### src/rtl/pcg_pkg.sv
// Constants, register map and carrier types of the peripheral clock gating block.
// Assumes a 32-bit APB master with a 12-bit offset address.
package pcg_pkg;

  // ----------------------------------------------------------------
  // Register offsets (byte addresses)
  // ----------------------------------------------------------------
  localparam logic [11:0] RUN_GROUP0_OFFSET   = 12'h100;
  localparam logic [11:0] RUN_GROUP1_OFFSET   = 12'h104;
  localparam logic [11:0] SLEEP_GROUP0_OFFSET = 12'h110;
  localparam logic [11:0] SLEEP_GROUP1_OFFSET = 12'h114;
  localparam logic [11:0] DEEP_GROUP0_OFFSET  = 12'h120;
  localparam logic [11:0] DEEP_GROUP1_OFFSET  = 12'h124;
  localparam logic [11:0] RUN_CLOCK_CFG_OFFSET = 12'h130;
  localparam logic [11:0] INT_STATUS_OFFSET   = 12'h140;
  localparam logic [11:0] INT_MASK_OFFSET     = 12'h144;

  // ----------------------------------------------------------------
  // Field positions, writable masks and reset values
  // ----------------------------------------------------------------
  localparam int HIBERNATION_BIT = 6;
  localparam int WATCHDOG_BIT    = 3;
  localparam int COMP_ONE_BIT    = 25;
  localparam int COMP_ZERO_BIT   = 24;
  localparam int TIMER_TWO_BIT   = 18;
  localparam int TIMER_ONE_BIT   = 17;
  localparam int TIMER_ZERO_BIT  = 16;
  localparam int SYNC_ZERO_BIT   = 4;
  localparam int ASYNC_ONE_BIT   = 1;
  localparam int ASYNC_ZERO_BIT  = 0;
  localparam int AUTO_GATING_BIT = 0;
  localparam int FAULT_EVENT_BIT = 0;
  localparam int MODE_EVENT_BIT  = 1;

  localparam logic [31:0] GROUP0_WRITE_MASK = 32'h0000_0048;
  localparam logic [31:0] GROUP1_WRITE_MASK = 32'h0307_0013;
  localparam logic [31:0] CFG_WRITE_MASK    = 32'h0000_0001;
  localparam logic [31:0] EVENT_MASK        = 32'h0000_0003;
  localparam logic [31:0] REG_RESET         = 32'h0000_0000;
  localparam int          UNIT_COUNT        = 10;

  // ----------------------------------------------------------------
  // Types
  // ----------------------------------------------------------------
  typedef enum logic [1:0] {PCG_RUN, PCG_SLEEP, PCG_DEEP_SLEEP} pcg_mode_type;

  typedef enum logic [3:0] {
    PCG_R_RUN0, PCG_R_RUN1, PCG_R_SLEEP0, PCG_R_SLEEP1, PCG_R_DEEP0, PCG_R_DEEP1,
    PCG_R_CFG, PCG_R_STATUS, PCG_R_MASK, PCG_R_NONE
  } pcg_reg_type;

  // One enable per controlled unit
  typedef struct packed {
    logic comparator_one_clock_gate;
    logic comparator_zero_clock_gate;
    logic gp_timer_two_clock_gate;
    logic gp_timer_one_clock_gate;
    logic gp_timer_zero_clock_gate;
    logic sync_serial_zero_clock_gate;
    logic async_serial_one_clock_gate;
    logic async_serial_zero_clock_gate;
    logic watchdog_clock_gate;
    logic hibernation_clock_gate;
  } pcg_units_type;

endpackage : pcg_pkg

### src/rtl/pcg_gating.sv
// Peripheral clock gating control: three gating sets, mode selection, bus-fault
// detection for gated units, APB register slave and event interrupt.
// Assumes pclk at 200 MHz, power mode and unit access inputs synchronous to it.
//
// Behaviour
// - Enable bit one clocks its unit; zero stops the clock, unit disabled.
// - Access to a gated-off unit answers with a bus fault.
// - All gating enable bits read zero after reset.
// - Separate run, sleep and deep-sleep gating sets govern their modes.
// - Sleep and deep-sleep sets apply only when automatic gating is set.
// - Group1 bit 4 gates sync serial, bits 1, 0 async serials.
// - Reserved bits are read-only zero; software writes back what it read.
//
// Local design decision: the APB slave port.
`timescale 1ns/1ps
module pcg_gating (
  input  wire logic                  pclk,               // System clock
  input  wire logic                  presetn,            // Async reset, active low
  input  wire logic                  psel,               // APB select
  input  wire logic                  penable,            // APB access phase
  input  wire logic                  pwrite,             // APB write
  input  wire logic [11:0]           paddr,              // APB byte address
  input  wire logic [31:0]           pwdata,             // APB write data
  output logic      [31:0]           prdata,             // APB read data
  output logic                       pready,             // APB ready
  output logic                       pslverr,            // APB error
  input  wire pcg_pkg::pcg_mode_type power_mode,         // Current power state
  input  wire pcg_pkg::pcg_units_type unit_sel,          // Unit targeted by access
  input  wire logic                  unit_access,        // Access to a unit, pulse
  output logic                       unit_fault,         // Bus fault for that access
  output pcg_pkg::pcg_units_type     unit_clock_enable,  // Clock enable per unit
  output logic                       irq                 // Level interrupt
);

  // ----------------------------------------------------------------
  // Functions
  // ----------------------------------------------------------------
  // Address to register identity, shared by read and write paths
  function automatic pcg_pkg::pcg_reg_type reg_of(input logic [11:0] addr);
    case (addr)
      pcg_pkg::RUN_GROUP0_OFFSET:    reg_of = pcg_pkg::PCG_R_RUN0;
      pcg_pkg::RUN_GROUP1_OFFSET:    reg_of = pcg_pkg::PCG_R_RUN1;
      pcg_pkg::SLEEP_GROUP0_OFFSET:  reg_of = pcg_pkg::PCG_R_SLEEP0;
      pcg_pkg::SLEEP_GROUP1_OFFSET:  reg_of = pcg_pkg::PCG_R_SLEEP1;
      pcg_pkg::DEEP_GROUP0_OFFSET:   reg_of = pcg_pkg::PCG_R_DEEP0;
      pcg_pkg::DEEP_GROUP1_OFFSET:   reg_of = pcg_pkg::PCG_R_DEEP1;
      pcg_pkg::RUN_CLOCK_CFG_OFFSET: reg_of = pcg_pkg::PCG_R_CFG;
      pcg_pkg::INT_STATUS_OFFSET:    reg_of = pcg_pkg::PCG_R_STATUS;
      pcg_pkg::INT_MASK_OFFSET:      reg_of = pcg_pkg::PCG_R_MASK;
      default:                       reg_of = pcg_pkg::PCG_R_NONE;
    endcase
  endfunction : reg_of

  // Group words to per-unit enables
  function automatic pcg_pkg::pcg_units_type units_of(input logic [31:0] g0,
                                                      input logic [31:0] g1);
    pcg_pkg::pcg_units_type u;
    u.comparator_one_clock_gate    = g1[pcg_pkg::COMP_ONE_BIT];
    u.comparator_zero_clock_gate   = g1[pcg_pkg::COMP_ZERO_BIT];
    u.gp_timer_two_clock_gate      = g1[pcg_pkg::TIMER_TWO_BIT];
    u.gp_timer_one_clock_gate      = g1[pcg_pkg::TIMER_ONE_BIT];
    u.gp_timer_zero_clock_gate     = g1[pcg_pkg::TIMER_ZERO_BIT];
    u.sync_serial_zero_clock_gate  = g1[pcg_pkg::SYNC_ZERO_BIT];
    u.async_serial_one_clock_gate  = g1[pcg_pkg::ASYNC_ONE_BIT];
    u.async_serial_zero_clock_gate = g1[pcg_pkg::ASYNC_ZERO_BIT];
    u.watchdog_clock_gate          = g0[pcg_pkg::WATCHDOG_BIT];
    u.hibernation_clock_gate       = g0[pcg_pkg::HIBERNATION_BIT];
    return u;
  endfunction : units_of

  // ----------------------------------------------------------------
  // Register state
  // ----------------------------------------------------------------
  logic [31:0]            run_mode_gate_group0;
  logic [31:0]            run_mode_gate_group1;
  logic [31:0]            sleep_mode_gate_group0;
  logic [31:0]            sleep_mode_gate_group1;
  logic [31:0]            deep_sleep_gate_group0;
  logic [31:0]            deep_sleep_gate_group1;
  logic [31:0]            run_clock_configuration;
  logic [31:0]            int_status;
  logic [31:0]            int_mask;
  logic                   automatic_gating_select;
  pcg_pkg::pcg_mode_type  last_mode;
  pcg_pkg::pcg_units_type next_unit_clock_enable;
  pcg_pkg::pcg_reg_type   sel_reg;
  logic                   wr_strobe;
  logic                   setup_phase;
  logic [31:0]            wdata;
  logic [31:0]            events;
  logic [31:0]            next_prdata;

  // Bus decode
  assign sel_reg     = reg_of(paddr);
  assign setup_phase = psel && !penable;
  assign wr_strobe   = psel && penable && pwrite;
  assign wdata       = pwdata;
  assign pready      = 1'b1;
  assign pslverr     = psel && penable && (sel_reg == pcg_pkg::PCG_R_NONE);
  assign automatic_gating_select = run_clock_configuration[pcg_pkg::AUTO_GATING_BIT];

  // ----------------------------------------------------------------
  // Gating register sets
  // ----------------------------------------------------------------
  // Writable bits only; reserved bits stay zero
  always_ff @(posedge pclk or negedge presetn)
  begin
    if (!presetn)
    begin
      run_mode_gate_group0   <= pcg_pkg::REG_RESET;
      run_mode_gate_group1   <= pcg_pkg::REG_RESET;
      sleep_mode_gate_group0 <= pcg_pkg::REG_RESET;
      sleep_mode_gate_group1 <= pcg_pkg::REG_RESET;
      deep_sleep_gate_group0 <= pcg_pkg::REG_RESET;
      deep_sleep_gate_group1 <= pcg_pkg::REG_RESET;
    end
    else if (wr_strobe)
    begin
      case (sel_reg)
        pcg_pkg::PCG_R_RUN0:   run_mode_gate_group0   <= wdata & pcg_pkg::GROUP0_WRITE_MASK;
        pcg_pkg::PCG_R_RUN1:   run_mode_gate_group1   <= wdata & pcg_pkg::GROUP1_WRITE_MASK;
        pcg_pkg::PCG_R_SLEEP0: sleep_mode_gate_group0 <= wdata & pcg_pkg::GROUP0_WRITE_MASK;
        pcg_pkg::PCG_R_SLEEP1: sleep_mode_gate_group1 <= wdata & pcg_pkg::GROUP1_WRITE_MASK;
        pcg_pkg::PCG_R_DEEP0:  deep_sleep_gate_group0 <= wdata & pcg_pkg::GROUP0_WRITE_MASK;
        pcg_pkg::PCG_R_DEEP1:  deep_sleep_gate_group1 <= wdata & pcg_pkg::GROUP1_WRITE_MASK;
        default:               ;
      endcase
    end
  end

  // Run clock configuration, only the automatic gating bit
  always_ff @(posedge pclk or negedge presetn)
  begin
    if (!presetn)
      run_clock_configuration <= pcg_pkg::REG_RESET;
    else if (wr_strobe && sel_reg == pcg_pkg::PCG_R_CFG)
      run_clock_configuration <= wdata & pcg_pkg::CFG_WRITE_MASK;
  end

  // ----------------------------------------------------------------
  // Mode selection and unit clock enables
  // ----------------------------------------------------------------
  // Pick the set governing the current power state
  always_comb
  begin
    next_unit_clock_enable = units_of(run_mode_gate_group0, run_mode_gate_group1);
    case (power_mode)
      pcg_pkg::PCG_RUN: ;
      pcg_pkg::PCG_SLEEP:
        if (automatic_gating_select)
          next_unit_clock_enable = units_of(sleep_mode_gate_group0, sleep_mode_gate_group1);
      pcg_pkg::PCG_DEEP_SLEEP:
        if (automatic_gating_select)
          next_unit_clock_enable = units_of(deep_sleep_gate_group0, deep_sleep_gate_group1);
      default: ;
    endcase
  end

  // Registered enables drive the unit clock gates
  always_ff @(posedge pclk or negedge presetn)
  begin
    if (!presetn)
      unit_clock_enable <= '0;
    else
      unit_clock_enable <= next_unit_clock_enable;
  end

  // Access to a unit whose clock is off faults
  assign unit_fault = unit_access && |(unit_sel & ~unit_clock_enable);

  // ----------------------------------------------------------------
  // Events and interrupt
  // ----------------------------------------------------------------
  assign events = {30'h0000_0000, (power_mode != last_mode), unit_fault};

  // Remember mode for change detection
  always_ff @(posedge pclk or negedge presetn)
  begin
    if (!presetn)
      last_mode <= pcg_pkg::PCG_RUN;
    else
      last_mode <= power_mode;
  end

  // Sticky status, write one to clear; a new event wins over the clear
  always_ff @(posedge pclk or negedge presetn)
  begin
    if (!presetn)
      int_status <= pcg_pkg::REG_RESET;
    else if (wr_strobe && sel_reg == pcg_pkg::PCG_R_STATUS)
      int_status <= (int_status & ~(wdata & pcg_pkg::EVENT_MASK)) | events;
    else
      int_status <= int_status | events;
  end

  // Interrupt mask
  always_ff @(posedge pclk or negedge presetn)
  begin
    if (!presetn)
      int_mask <= pcg_pkg::REG_RESET;
    else if (wr_strobe && sel_reg == pcg_pkg::PCG_R_MASK)
      int_mask <= wdata & pcg_pkg::EVENT_MASK;
  end

  assign irq = |(int_status & int_mask);

  // ----------------------------------------------------------------
  // Read data
  // ----------------------------------------------------------------
  // Read mux, captured in the setup phase
  always_comb
  begin
    case (sel_reg)
      pcg_pkg::PCG_R_RUN0:   next_prdata = run_mode_gate_group0;
      pcg_pkg::PCG_R_RUN1:   next_prdata = run_mode_gate_group1;
      pcg_pkg::PCG_R_SLEEP0: next_prdata = sleep_mode_gate_group0;
      pcg_pkg::PCG_R_SLEEP1: next_prdata = sleep_mode_gate_group1;
      pcg_pkg::PCG_R_DEEP0:  next_prdata = deep_sleep_gate_group0;
      pcg_pkg::PCG_R_DEEP1:  next_prdata = deep_sleep_gate_group1;
      pcg_pkg::PCG_R_CFG:    next_prdata = run_clock_configuration;
      pcg_pkg::PCG_R_STATUS: next_prdata = int_status;
      pcg_pkg::PCG_R_MASK:   next_prdata = int_mask;
      default:               next_prdata = pcg_pkg::REG_RESET;
    endcase
  end

  always_ff @(posedge pclk or negedge presetn)
  begin
    if (!presetn)
      prdata <= pcg_pkg::REG_RESET;
    else if (setup_phase && !pwrite)
      prdata <= next_prdata;
  end

  // ----------------------------------------------------------------
  // Assertions
  // ----------------------------------------------------------------
  a_reset_gates_off: assert property (@(posedge pclk) disable iff (!presetn)
    $rose(presetn) |-> (unit_clock_enable == '0 && run_mode_gate_group1 == 32'h0000_0000))
    else $error("unit clocks not off after reset");

  a_gated_access_faults: assert property (@(posedge pclk) disable iff (!presetn)
    (unit_access && (unit_sel & ~unit_clock_enable) != '0) |-> unit_fault)
    else $error("access to gated unit did not fault");

  a_clocked_no_fault: assert property (@(posedge pclk) disable iff (!presetn)
    (unit_access && (unit_sel & ~unit_clock_enable) == '0) |-> !unit_fault)
    else $error("fault raised for clocked unit");

  a_run_set_applies: assert property (@(posedge pclk) disable iff (!presetn)
    (power_mode == pcg_pkg::PCG_RUN) |=>
      unit_clock_enable == units_of($past(run_mode_gate_group0), $past(run_mode_gate_group1)))
    else $error("run set not applied in run mode");

  a_sleep_needs_auto: assert property (@(posedge pclk) disable iff (!presetn)
    (power_mode == pcg_pkg::PCG_SLEEP && !automatic_gating_select) |=>
      unit_clock_enable == units_of($past(run_mode_gate_group0), $past(run_mode_gate_group1)))
    else $error("sleep set used without automatic gating");

  a_deep_set_applies: assert property (@(posedge pclk) disable iff (!presetn)
    (power_mode == pcg_pkg::PCG_DEEP_SLEEP && automatic_gating_select) |=>
      unit_clock_enable.watchdog_clock_gate == $past(deep_sleep_gate_group0[3]) &&
      unit_clock_enable.hibernation_clock_gate == $past(deep_sleep_gate_group0[6]))
    else $error("deep sleep group0 not applied");

  a_group1_write_map: assert property (@(posedge pclk) disable iff (!presetn)
    (wr_strobe && sel_reg == pcg_pkg::PCG_R_RUN1) |=>
      run_mode_gate_group1 == ($past(pwdata) & 32'h0307_0013))
    else $error("group1 write not stored through writable mask");

  a_reserved_read_zero: assert property (@(posedge pclk) disable iff (!presetn)
    (psel && penable && !pwrite) |-> (prdata & ~32'h0307_005B) == 32'h0000_0000 ||
      sel_reg == pcg_pkg::PCG_R_NONE)
    else $error("reserved bits read nonzero");

  a_fault_sets_status: assert property (@(posedge pclk) disable iff (!presetn)
    unit_fault |=> int_status[pcg_pkg::FAULT_EVENT_BIT] &&
      (!int_mask[pcg_pkg::FAULT_EVENT_BIT] || irq))
    else $error("fault event not latched");

  // Sleep set governs sleep with automatic gating on
  a_sleep_set_applies: assert property (@(posedge pclk) disable iff (!presetn)
    (power_mode == pcg_pkg::PCG_SLEEP && automatic_gating_select) |=>
      unit_clock_enable == units_of($past(sleep_mode_gate_group0),
                                    $past(sleep_mode_gate_group1)))
    else $error("sleep set not applied with automatic gating");

  // Deep sleep without automatic gating keeps the run set
  a_deep_needs_auto: assert property (@(posedge pclk) disable iff (!presetn)
    (power_mode == pcg_pkg::PCG_DEEP_SLEEP && !automatic_gating_select) |=>
      unit_clock_enable == units_of($past(run_mode_gate_group0), $past(run_mode_gate_group1)))
    else $error("deep sleep set used without automatic gating");

  // Deep sleep set governs every unit with automatic gating on
  a_deep_units_follow: assert property (@(posedge pclk) disable iff (!presetn)
    (power_mode == pcg_pkg::PCG_DEEP_SLEEP && automatic_gating_select) |=>
      unit_clock_enable == units_of($past(deep_sleep_gate_group0),
                                    $past(deep_sleep_gate_group1)))
    else $error("deep sleep set not applied");

  // Group0 writes keep only the hibernation and watchdog bits
  a_group0_write_map: assert property (@(posedge pclk) disable iff (!presetn)
    (wr_strobe && sel_reg == pcg_pkg::PCG_R_DEEP0) |=>
      deep_sleep_gate_group0 == ($past(pwdata) & pcg_pkg::GROUP0_WRITE_MASK))
    else $error("deep group0 write not stored through writable mask");

  // Sleep group1 writes keep only the unit bits
  a_sleep1_write_map: assert property (@(posedge pclk) disable iff (!presetn)
    (wr_strobe && sel_reg == pcg_pkg::PCG_R_SLEEP1) |=>
      sleep_mode_gate_group1 == ($past(pwdata) & pcg_pkg::GROUP1_WRITE_MASK))
    else $error("sleep group1 write not stored through writable mask");

  // Deep group1 writes keep only the unit bits
  a_deep1_write_map: assert property (@(posedge pclk) disable iff (!presetn)
    (wr_strobe && sel_reg == pcg_pkg::PCG_R_DEEP1) |=>
      deep_sleep_gate_group1 == ($past(pwdata) & pcg_pkg::GROUP1_WRITE_MASK))
    else $error("deep group1 write not stored through writable mask");

  // Every gating set is clear when reset ends
  a_reset_sets_clear: assert property (@(posedge pclk) disable iff (!presetn)
    $rose(presetn) |-> (run_mode_gate_group0 | run_mode_gate_group1 | sleep_mode_gate_group0 |
      sleep_mode_gate_group1 | deep_sleep_gate_group0 | deep_sleep_gate_group1) ==
      pcg_pkg::REG_RESET)
    else $error("gating sets not clear after reset");

  // Unmapped reads answer an error and zero data
  a_unmapped_refused: assert property (@(posedge pclk) disable iff (!presetn)
    (psel && penable && !pwrite && sel_reg == pcg_pkg::PCG_R_NONE) |->
      (pslverr && prdata == pcg_pkg::REG_RESET))
    else $error("unmapped read not refused");

  // Writing one clears the fault flag when no new fault arrives
  a_status_w1c: assert property (@(posedge pclk) disable iff (!presetn)
    (wr_strobe && sel_reg == pcg_pkg::PCG_R_STATUS && pwdata[pcg_pkg::FAULT_EVENT_BIT] &&
      !unit_fault) |=> !int_status[pcg_pkg::FAULT_EVENT_BIT])
    else $error("fault flag not cleared by write of one");

  // A change of power state raises the mode event
  a_mode_event_sets: assert property (@(posedge pclk) disable iff (!presetn)
    ($past(presetn) && power_mode != $past(power_mode)) |=>
      int_status[pcg_pkg::MODE_EVENT_BIT])
    else $error("mode change not latched");

endmodule : pcg_gating

### config.mk
export PLATFORM = sky130hd
export DESIGN_NAME = pcg_gating
export DESIGN_NICKNAME = d
export VERILOG_FILES = /design/src/rtl/pcg_pkg.sv /design/src/rtl/pcg_gating.sv
export SDC_FILE = /design/constraint.sdc
export NUM_CORES = 1
export LEC_CHECK = 0
export BUFFER_PORTS_ARGS = -buffer_cell sky130_fd_sc_hd__clkbuf_2
export CAP_MARGIN = 20
export CORE_ASPECT_RATIO = 0.9
export CORE_MARGIN = 2
export CORE_UTILIZATION = 35
export CTS_BUF_LIST = sky130_fd_sc_hd__clkbuf_8
export CTS_CLUSTER_SIZE = 40
export DETAILED_ROUTE_END_ITERATION = 8
export GPL_ROUTABILITY_DRIVEN = 0
export SYNTH_ARGS = -nofsm -noshare
export SYNTH_HDL_FRONTEND = slang
export SYNTH_SLANG_ARGS = --single-unit
### constraint.sdc
create_clock -name pclk -period 2 [get_ports pclk]
set_input_delay 0.4 -clock pclk [delete_from_list [all_inputs] [get_ports pclk]]
set_output_delay 0.4 -clock pclk [all_outputs]
set_load 0.05 [all_outputs]
== Word level (Yosys, flattened, before mapping) ==
Cells that the tools add are included.

* Logic and storage cells: 75
* Memories kept: 0
* Bits in read-only memories: 0
* Output and inout port bits: 46
* RAM bits: 0
* Latch bits: 0
* Bits in registers: 109
* Bits of input ports: 62

* Div/mod/pow operators: 0
* Reduce and logical (&&, ||, !) cells: 20
* $add $sub $neg: 0
* Equal/unequal tests: 21
* Magnitude comparators: 0
* Shift operators: 0
* Bitwise operators: 7
* Multipliers: 0
* Muxes and demuxes: 6

{| class="wikitable"
|+ Operators with widths
! cell !! count
|-
| one-hot mux 32 bit (9 select lines) || 1
|-
| equality test 12 x 9 -> 1 bit, second input constant || 9
|-
| OR 32 x 2 -> 32 bit || 2
|-
| one-hot mux 4 bit (9 select lines) || 1
|-
| AND 32 x 2 -> 32 bit || 1
|-
| AND 32 bit || 1
|-
| two-way mux 32 bit || 1
|-
| NOT 2 -> 32 bit || 1
|-
| OR reduction 32 bit || 1
|-
| two-way mux 10 bit || 2
|-
| one-hot mux 10 bit (2 select lines) || 1
|-
| equality test 4 x 3 -> 1 bit, second input constant || 4
|-
| AND reduction 2 bit || 6
|-
| AND 10 bit || 1
|-
| NOT 10 bit || 1
|-
| OR reduction 10 bit || 1
|-
| logical AND 1 bit || 9
|-
| equality test 4 x 2 -> 1 bit, second input constant || 2
|-
| equality test 4 bit, second input constant || 2
|-
| equality test 4 x 1 -> 1 bit, second input constant || 1
|-
| logical NOT 4 bit || 1
|-
| equality test 2 x 1 -> 1 bit, second input constant || 1
|-
| equality test 2 bit, second input constant || 1
|-
| logical NOT 1 bit || 2
|-
| inequality test 2 bit || 1
|}

== Longest topological paths before layout ==
Gate-level depths: netlist of the first run.

* Depth after elaboration: 6
* Mapped depth: 6
* Depth with buffers taken out: 6

== Worst setup path after synthesis of the first run ==
Ideal clock, no wire load.

* Path type: input port to output port
* Start point: input port paddr[9]
* End point: output port pslverr
* Stages on the path: 5
* Required time: 1.600 ns
* Arrival time: 1.708 ns
* Buffers on the path: 1
* Path slack: -0.108 ns
* Path through: or4b_4 nor2_1 buf_2 nand2_1 and3_1

* Cells in the longest elaborated chain, start to end: 4
* Elaborated cells on any way between the ends: 12
* Those cells by class: 10 x eq/ne; 1 x mux; 1 x reduce/logical

{| class="wikitable"
|+ RTL lines
! what !! RTL line !! source
|-
| start: declaration || pcg_gating.sv:22 || <nowiki>input wire logic [11:0] paddr,</nowiki>
|-
| equality test 12 x 9 -> 1 bit || pcg_gating.sv:40 || <nowiki>case (addr)</nowiki>
|-
| one-hot mux 4 bit (9 select lines) (*) || pcg_gating.sv:40 ||
|-
| equality test 4 bit (*) || pcg_gating.sv:99 || <nowiki>assign pslverr = psel && penable && (sel_reg == pcg_pkg::PCG_R_NONE);</nowiki>
|-
| logical AND 1 bit (*) || pcg_gating.sv:99 ||
|-
| end: declaration || pcg_gating.sv:26 || <nowiki>output logic pslverr,</nowiki>
|}

Every way passes the cells marked *; elsewhere a longest branch is shown, timed or not.

== Worst setup path after layout of the first run ==
* Start point: input port paddr[10]
* End point: output port pslverr

Same word-level chain as after synthesis.

==> results of run 1 <==
-- power by group --
group          switching, mW  internal (mW)  leakage (nW)
Clock                  0.478          0.765         0.115
Combinational          0.219         0.0908         0.972
Sequential           0.00166           1.16         0.782
Total                  0.698           2.01          1.87
-- placed cells by master (no fill, tap or decap), drive strengths merged, types with 3 or more instances in the layout --
| cell type | count |
|---|---|
| nand3b | 3 |
| clkbuf | 71 |
| nor3 | 7 |
| and3 | 3 |
| nand3 | 9 |
| a32oi | 6 |
| nor3b | 3 |
| or3b | 3 |
| nor2 | 3 |
| a21oi | 3 |
| nand2b | 6 |
| inv | 11 |
| a22oi | 11 |
| mux2 | 39 |
| o22ai | 3 |
| buf | 30 |
| or3 | 3 |
| nand2 | 23 |
| o21ai | 18 |
| conb | 23 |
| dfrtp | 57 |
-- sequential cells by signal (all words and copies together) (netlist names), 8 cells and up --
signal and count:
unit_clock_enable 10, sleep_mode_gate_group1 8, deep_sleep_gate_group1 8, prdata 10, run_mode_gate_group1 8
-- cells in the mapped netlist, types with 2 or more instances --
master,n
dfrtp_1,57
mux2_2,35
buf_4,23
nand2_1,23
o21ai_0,18
a22oi_1,11
inv_1,11
nand3_1,9
clkbuf_1,8
a32oi_1,6
nand2b_1,6
nor3_1,5
mux2_1,4
a21oi_1,3
and3_1,3
buf_2,3
nand3b_1,3
nor2_1,3
nor3b_1,3
o22ai_1,3
or3_1,3
or3b_2,3
a21o_1,2
conb_1,2
ha_1,2
mux2i_1,2
nor3_2,2
nor4_4,2
o41a_1,2
xor2_1,2
-- cell type report --
type                            instances  share of cell area, %
Sequential cell                        57                   37.1
Clock inverter                          5                   2.02
Timing Repair Buffer                   90                   14.9
Clock buffer                           11                   3.93
Inverter                               11                   1.07
Multi-Input combinational cell        195                   37.2
Tap cell                              119                   3.87
-- worst register-to-register path, stage by stage, from the launching register on --
cell and delay, ns:
dfrtp_1 0.40, nand3b_1 0.11, o2bb2ai_1 0.08, a2111oi_0 0.55, a21oi_1 0.08
-- routing by layer --
| metal | up-vias | track usage, % | routed length (um) |
|---|---|---|---|
| met5 | - | 0 | 0 |
| met2 | 99 | 24.4 | 3150 |
| met4 | 0 | 6.67 | 123 |
| met3 | 11 | 3.28 | 452 |
| li1 | 1136 | - | - |
| met1 | 1135 | 25.1 | 3750 |
-- how the worst max path moves through the flow --
stage | startpoint | to | slack, ns | cells past startpoint
after global placement | paddr[9] | pslverr | -0.16 | 6
after global routing | unit_clock_enable[1] | unit_fault | 0.0005 | 4
after detailed placement | paddr[9] | pslverr | -0.17 | 6
after floorplan | paddr[9] | pslverr | 0.03 | 5
final | paddr[10] | pslverr | 0.04 | 6
after CTS | paddr[10] | pslverr | 0.02 | 6
-- logic make-up (layout without fill, tap and decap cells) --
group	Yosys count	count (layout)	synth area share, %
buffers and inverters	46	117	8.70
other	2	23	0.249
AO/OA/AOI/OAI	57	57	13.2
multiplexers	41	41	15.2
XOR/XNOR	2	2	0.580
AND/OR/NAND/NOR	70	70	14.0
flip-flops	57	57	47.2
adder cells (fa/ha/maj)	2	2	0.828
-- what timing repair did --
| action | 4_1_cts | 5_1_grt |
|---|---|---|
| endpoints found under the hold margin | 0 | 0 |
| setup endpoints to repair | 1 | 2 |
| pin swaps | 3 | 0 |
| gates resized for setup | 6 | 3 |
-- stage by stage --
step / utilization, % / instance area (um2)
after floorplan: - / 3110
after global placement: 42.1 / 3580
after detailed placement: 42.1 / 3580
after CTS: 45.2 / 3840
after global routing: 45.3 / 3850
final: 45.3 / 3850
==> results.ini, run 1 <==
[placement]
dpl.cell_count = 472
io_buffers = 62
place_ws_ns = -0.169
hpwl_um = 5540

[cells_and_area]
diodes = 0
nNetsFinal = 428
n_fill_cell = 821
seqCellArea_um2 = 1430
area_growth_pct = 27.4
multiInputGateArea_um2 = 1430
fin_cells = 488
drive_gt1_share_pct = 41.7

[synthesis]
syn_inst = 277
synth_ff_type = dfrtp_1
synth.avg_cell_area_um2 = 10.9
synth_async_sr_flop_share_pct = 100
seq_area_frac_synth_pct = 47.2
yosysTopAreaCellShare_pct = 47.2
synth_area_leaders = dfrtp_1, mux2_2, buf_4
synth_area_um2 = 3020
ys_types = 48
synth_edf_count = 0
synth_seq_cells = 57
yosysWarnings = 0
synth_top_cell_by_area = dfrtp_1

[setup_path]
path_cells = buf_6 > or4b_4 > nor2_4 > nand2_2 > and3_4 > clkbuf_16
crit_required_ns = 1.60
critical_path_buf_inv_count = 2
cp-start-kind = primary input
critPathCaptureType = primary output
max_stage_delay_ns = 0.55
r2r-end = prdata[0]
reg2reg_slack_ns = 0.64
cpLargestDelayFamily = simple AND/OR/NAND/NOR gates
r2r-start = run_clock_configuration[0]
slowest_stage = or4b_4
path_class = in2out
r2r_cells = 4
cp.arrival_ns = 1.56
worstPathMaxFanout = 2

[floorplanning]
die_x_um = 102
rows = 32
die_y_um = 92.1
core-area_um2 = 8490
design.die.area_um2 = 9390
start_util_pct = 35.6
io-pin-count = 108

[timing]
slew-limit-headroom_pct = 58.7
post-route-period-util_pct = 98.2
fmax_mhz = 509
skew_ns = 0.00760
worst_pin_slew_ns = 0.604
setup_viol_count_final = 0
final-hold-violation-count = 0
fin_crit_ns = 1.96
maxSlewViolCount = 0
holdWs_ns = 0.0536
fin_ws_ns = 0.0366
grt_setup_unrepaired = false
setup-tns-final_ns = 0

[routing]
drtIter0Drc = 140
via_per_inst = 4.88
dr.pass1.iters = 4
postRouteAntennaNets = 0
finalWirelength_um = 7480
drc_errors = 0
wl_per_cell_um = 15.3
vias = 2381

[cts]
cts_setup_buffers = 0
clk_path_buf_depth = 2
clock-sinks = 57
clk_pin_slew_ns = 0.07
cts_buffers = 9
h-tree-depth = 3
cts-root-buf = clkbuf_8
clk_latency_ns = 0.34
hold_buffers = 0
tritoncts = yes

[run_status]
status = finished, final reports clean

[run]
maxCapViolations = 0

[pwr]
p_leak_nw = 1.87
p_total_mw = 2.71
ir_worst_vdd_v = 0.000261
p_per_area_nw_per_um2 = 704

[global_route]
antenna_found_initial = 0
grtUsageTotal_pct = 17.0
grt_pass1_vias = 2300
grt_pass1_wl_um = 12100
grt_max_degree = 58
grt-ovfl-total = 0

[worst_hold_path]
holdCritPathClass = in2async

No activity file was read; power rests on OpenSTA's default activity.
==> run 2: changes to the inputs <==
- RECOVER_POWER: unset -> 25
==> results.ini, run 2 (synthesis gave the netlist of run 1 again) <==
[run_status]
status = finished, final reports clean

[global_route]
grt_pass1_vias = 2300  ; unchanged
grtUsageTotal_pct = 17.0  ; unchanged
grt-ovfl-total = 0  ; unchanged
antenna_found_initial = 0  ; unchanged
grt_max_degree = 58  ; unchanged
grt_pass1_wl_um = 12100  ; unchanged

[timing]
post-route-period-util_pct = 98.3  ; +0.18 points
grt_setup_unrepaired = false
worst_pin_slew_ns = 1.40  ; +0.793 ns
fmax_mhz = 508  ; -0.18%
fin_ws_ns = 0.0331  ; -0.00356 ns
holdWs_ns = 0.235  ; +0.181 ns
final-hold-violation-count = 0  ; unchanged
maxSlewViolCount = 0  ; unchanged
setup-tns-final_ns = 0  ; unchanged
slew-limit-headroom_pct = 6.90  ; -52 points
setup_viol_count_final = 0  ; unchanged
fin_crit_ns = 1.97  ; +0.00356 ns
skew_ns = 0.00756  ; -0.0000348 ns

[pwr]
ir_worst_vdd_v = 0.000260  ; about the same
p_leak_nw = 1.86  ; -0.60%
p_per_area_nw_per_um2 = 706  ; +0.25%

[routing]
finalWirelength_um = 7480  ; about the same
drtIter0Drc = 101  ; -28%
postRouteAntennaNets = 0  ; unchanged
dr.pass1.iters = 4  ; unchanged
wl_per_cell_um = 15.3  ; about the same
drc_errors = 0  ; unchanged
via_per_inst = 4.86  ; -0.38%
vias = 2372  ; -0.38%

[cells_and_area]
diodes = 0  ; unchanged
finalInstanceArea_um2 = 3830  ; -0.46%
top_regs = prdata (10), unit_clock_enable (10)
mostFrequentLayoutCells = clkbuf_2, dfrtp_1, mux2_2, buf_4, conb_1
drive_gt1_share_pct = 41.2  ; -0.54 points
area_growth_pct = 26.8
multiInputGateArea_um2 = 1430  ; unchanged
seqCellArea_um2 = 1430  ; unchanged
fin_cells = 488  ; unchanged
final_common_cell = clkbuf_2
n_fill_cell = 824  ; +0.37%
nNetsFinal = 428  ; unchanged

[setup_path]
r2r-end = prdata[0]
crit_required_ns = 1.60  ; about the same
critPathCaptureType = primary output
path_cells = buf_6 > or4b_4 > nor2_4 > nand2_2 > and3_4 > clkbuf_16
cp.arrival_ns = 1.57  ; about the same
worstPathMaxFanout = 2  ; unchanged
path_class = in2out
max_stage_delay_ns = 0.55  ; about the same
cpLargestDelayFamily = simple AND/OR/NAND/NOR gates
slowest_stage = or4b_4
reg2reg_slack_ns = 0.63  ; about the same
critical_path_buf_inv_count = 2  ; unchanged
r2r_cells = 4  ; unchanged
cp-start-kind = primary input
r2r-start = int_status[0]

[run]
maxCapViolations = 0  ; unchanged

[cts]
cts_buffers = 9  ; unchanged
tritoncts = yes
clk_latency_ns = 0.34  ; about the same
clk_path_buf_depth = 2  ; unchanged
hold_buffers = 0  ; unchanged
clk_pin_slew_ns = 0.07  ; about the same
h-tree-depth = 3  ; unchanged
cts-root-buf = clkbuf_8
clock-sinks = 57  ; unchanged

[floorplanning]
io-pin-count = 108  ; unchanged
die_y_um = 92.1  ; unchanged
core-area_um2 = 8490  ; unchanged
start_util_pct = 35.6  ; unchanged
rows = 32  ; unchanged
die_x_um = 102  ; unchanged
design.die.area_um2 = 9390  ; unchanged

[placement]
placed_area_um2 = 3580  ; unchanged
dpl.cell_count = 472  ; unchanged
place_ws_ns = -0.169  ; unchanged
hpwl_um = 5540  ; unchanged
io_buffers = 62  ; unchanged

[worst_hold_path]
whs_path_depth = 1
hp-start = power_mode[1]
holdCritPathClass = in2reg
hold_end = last_mode[1]

run 2: cell count changes in the layout (fill, tap and decap cells not counted):
| cell | change |
|---|---|
| buf_12 | -1 |
| clkbuf_1 | +2 |
| clkbuf_2 | -1 |
run 2: timing repair:
action | CTS | global route
setup buffers | 0 | 0
resized for setup | 6 | 3
pin swaps | 3 | 0
setup endpoints to repair | 1 | 2
gates cloned | 0 | 0
run 2: worst reg2reg max path, stage by stage (launching register included):
cell and delay (ns):
dfrtp_1 0.39, nand3b_1 0.09, a21oi_1 0.08, a2111oi_0 0.58
a21oi_1 0.08
run 2: metal layers:
layer  vias to the layer above  GRT usage (%)  share of wire [%]
met2                        99           24.4                 43
met1                      1129           25.1                 49
met3                        11           3.28                6.2
met4                         0           6.67                1.6
met5                         -              0                  0
li1                       1133              -                  -
run 2: stage by stage:
| step | total power [mW] | utilization, % |
|---|---|---|
| after floorplan | 1.39 | - |
| after global placement | 1.48 | 42.1 |
| after detailed placement | 1.48 | 42.1 |
| after CTS | 2.72 | 45.2 |
| after global routing | 2.81 | 45.1 |
| final | 2.70 | 45.1 |
run 2: worst max path at each step:
| stage | start | to | slack, ns | cells past startpoint |
|---|---|---|---|---|
| 4_1_cts | paddr[10] | pslverr | 0.02 | 6 |
| 6_report | paddr[10] | pslverr | 0.03 | 6 |
| 3_5_place_dp | paddr[9] | pslverr | -0.17 | 6 |
| 5_1_grt | unit_clock_enable[1] | unit_fault | 0.0005 | 4 |
| 2_1_floorplan | paddr[9] | pslverr | 0.03 | 5 |
| 3_3_place_gp | paddr[9] | pslverr | -0.16 | 6 |
run 2: area by class of cell:
class / instances / area share (%)
Inverter: 11 / 1.08
Timing Repair Buffer: 90 / 14.5
Tap cell: 119 / 3.89
Clock inverter: 5 / 2.02
Clock buffer: 11 / 3.95
Multi-Input combinational cell: 195 / 37.4
Sequential cell: 57 / 37.2
run 2: power by group:
part	switching, mW	internal [mW]
Combinational	0.218	0.0867
Clock	0.477	0.764
Sequential	0.00166	1.16
==> run 3: changes to the inputs <==
- clock period: 2 -> 1.67 ns (I/O delays scaled with it)
==> results.ini, run 3 (synthesis gave the netlist of run 1 again) <==
[run_status]
status = finished, violations left
violations = setup timing

[setup_path]
slowest_stage = or4b_4
r2r-start = run_clock_configuration[0]
crit_required_ns = 1.34  ; -0.26 ns
critPathCaptureType = primary output
r2r_cells = 3  ; -1
cp.arrival_ns = 1.49  ; -0.08 ns
cp-start-kind = primary input
reg2reg_slack_ns = 0.05  ; -0.58 ns
worstPathMaxFanout = 2  ; unchanged
path_cells = clkbuf_2 > or4b_4 > nor2_4 > nand2_2 > and3_4 > buf_8
r2r-end = unit_clock_enable[4]
path_class = in2out
max_stage_delay_ns = 0.56  ; about the same

[routing]
dr.pass1.iters = 4  ; unchanged
vias = 2507  ; +5.7%
finalWirelength_um = 7790  ; +4.2%
postRouteAntennaNets = 0  ; unchanged
via_per_inst = 4.94  ; +1.7%
drtIter0Drc = 123  ; +22%
wl_per_cell_um = 15.4  ; +0.28%
drc_errors = 0  ; unchanged

[cells_and_area]
nNetsFinal = 447  ; +4.4%
n_fill_cell = 831  ; +0.85%
final_common_cell = clkbuf_2
multiInputGateArea_um2 = 1510  ; +5.4%
mostFrequentLayoutCells = clkbuf_2, dfrtp_1, buf_4, mux2_2, conb_1
diodes = 0  ; unchanged
seqCellArea_um2 = 1440  ; +0.79%
fin_cells = 507  ; +3.9%
area_growth_pct = 33.8
drive_gt1_share_pct = 46.9  ; +5.7 points
top_regs = prdata (10), unit_clock_enable (10)
utilization_pct = 47.6  ; +2.5 points

[timing]
skew_ns = 0.0108  ; +0.00329 ns
setup-tns-final_ns = -0.452  ; -0.452 ns
worst_pin_slew_ns = 0.926  ; -0.471 ns
final-hold-violation-count = 0  ; unchanged
fin_ws_ns = -0.159  ; -0.192 ns
fin_crit_ns = 1.83
post-route-period-util_pct = 110
setup_viol_count_final = 7  ; +7
slew-limit-headroom_pct = 38.2  ; +31 points
maxSlewViolCount = 0  ; unchanged
fmax_mhz = 547
grt_setup_unrepaired = true
holdWs_ns = 0.239  ; +0.00402 ns

[placement]
hpwl_um = 5890  ; +6.2%
dpl.cell_count = 486  ; +3.0%
io_buffers = 62  ; unchanged

[worst_hold_path]
holdCritPathClass = in2reg
hold_end = deep_sleep_gate_group1[18]
hp-start = pwdata[18]
whs_path_depth = 2  ; +1

[floorplanning]
start_util_pct = 35.6  ; unchanged
design.die.area_um2 = 9390  ; unchanged
io-pin-count = 108  ; unchanged
die_x_um = 102  ; unchanged
die_y_um = 92.1  ; unchanged
core-area_um2 = 8490  ; unchanged
rows = 32  ; unchanged

[global_route]
grt_max_degree = 58  ; unchanged
grtUsageTotal_pct = 17.6  ; +0.58 points
grt_pass1_wl_um = 12500  ; +3.7%
grt_pass1_vias = 2452  ; +6.6%
antenna_found_initial = 0  ; unchanged
grt-ovfl-total = 0  ; unchanged

[cts]
tritoncts = yes
clk_latency_ns = 0.35  ; about the same
h-tree-depth = 3  ; unchanged
clock-sinks = 57  ; unchanged
cts_buffers = 9  ; unchanged
clk_path_buf_depth = 2  ; unchanged
cts-root-buf = clkbuf_8
clk_pin_slew_ns = 0.07  ; about the same

[pwr]
ir_worst_vdd_v = 0.000442  ; +70%
p_leak_nw = 1.96  ; +5.4%
p_per_area_nw_per_um2 = 759  ; +7.5%

[run]
maxCapViolations = 0  ; unchanged

==> run 3: changes by cell type in the layout (fill, tap and decap cells not counted), moves of 7 or more <==
cell,change
o21ai_0,-7
dfrtp_2,+9
o21ai_1,+7
mux2_4,+9
buf_4,+16
dfrtp_1,-9
mux2_2,-9
==> run 3: layout make-up <==
cell class,count,area share (%)
multi-input combinational,195,37.3
sequential,57,35.6
timing repair buffer,109,17.5
tap,119,3.69
clock buffer,10,3.41
clock inverter,6,1.49
inverter,11,1.02
==> run 3: worst max-delay path: cells and delay by family <==
family	cells	cell delay, ns
and+or+nand+nor	4	0.91
buffers and inverters	2	0.25
==> run 3: routing by layer <==
layer	wire (um)	vias up	GRT usage, %	share of wire, %
li1	-	1178	-	-
met3	523	11	4.50	6.7
met4	129	0	7.22	1.7
met1	3590	1215	24.8	46
met5	0	-	0	0
met2	3550	103	25.5	46
==> run 3: how the worst max path moves through the flow <==
stage                         start                   endpoint  slack [ns]  depth (start not counted)
after floorplan            paddr[4]  deep_sleep_gate_group1[0]       -0.10                          4
after global placement     paddr[9]              int_status[1]       -0.33                          5
after detailed placement   paddr[9]                    pslverr       -0.33                          6
after CTS                 paddr[11]                    pslverr       -0.19                          6
after global routing      paddr[11]                    pslverr       -0.21                          6
final                     paddr[11]                    pslverr       -0.16                          6
==> run 3: power by group <==
| group | switching, mW | leakage, nW | internal (mW) |
|---|---|---|---|
| Clock | 0.570 | 0.103 | 0.720 |
| Combinational | 0.270 | 1.09 | 0.120 |
| Sequential | 0.00218 | 0.766 | 1.38 |
==> run 3: timing repair <==
action                                  4_1_cts  5_1_grt
endpoints found under the hold margin        34        0
gates resized for setup                       4       17
hold buffers                                  1        0
endpoints found under the setup margin        2        6
pin swaps                                     2        2
buffers inserted                              2        2
==> run 3: through the flow <==
step	worst slack (ns)	instance area (um2)	power (mW)
6_report	-0.159	4040	3.07
5_1_grt	-0.213	4040	3.18
4_1_cts	-0.187	4000	3.10
3_5_place_dp	-0.330	3760	1.79
3_3_place_gp	-0.333	3760	1.79
2_1_floorplan	-0.101	3190	1.67
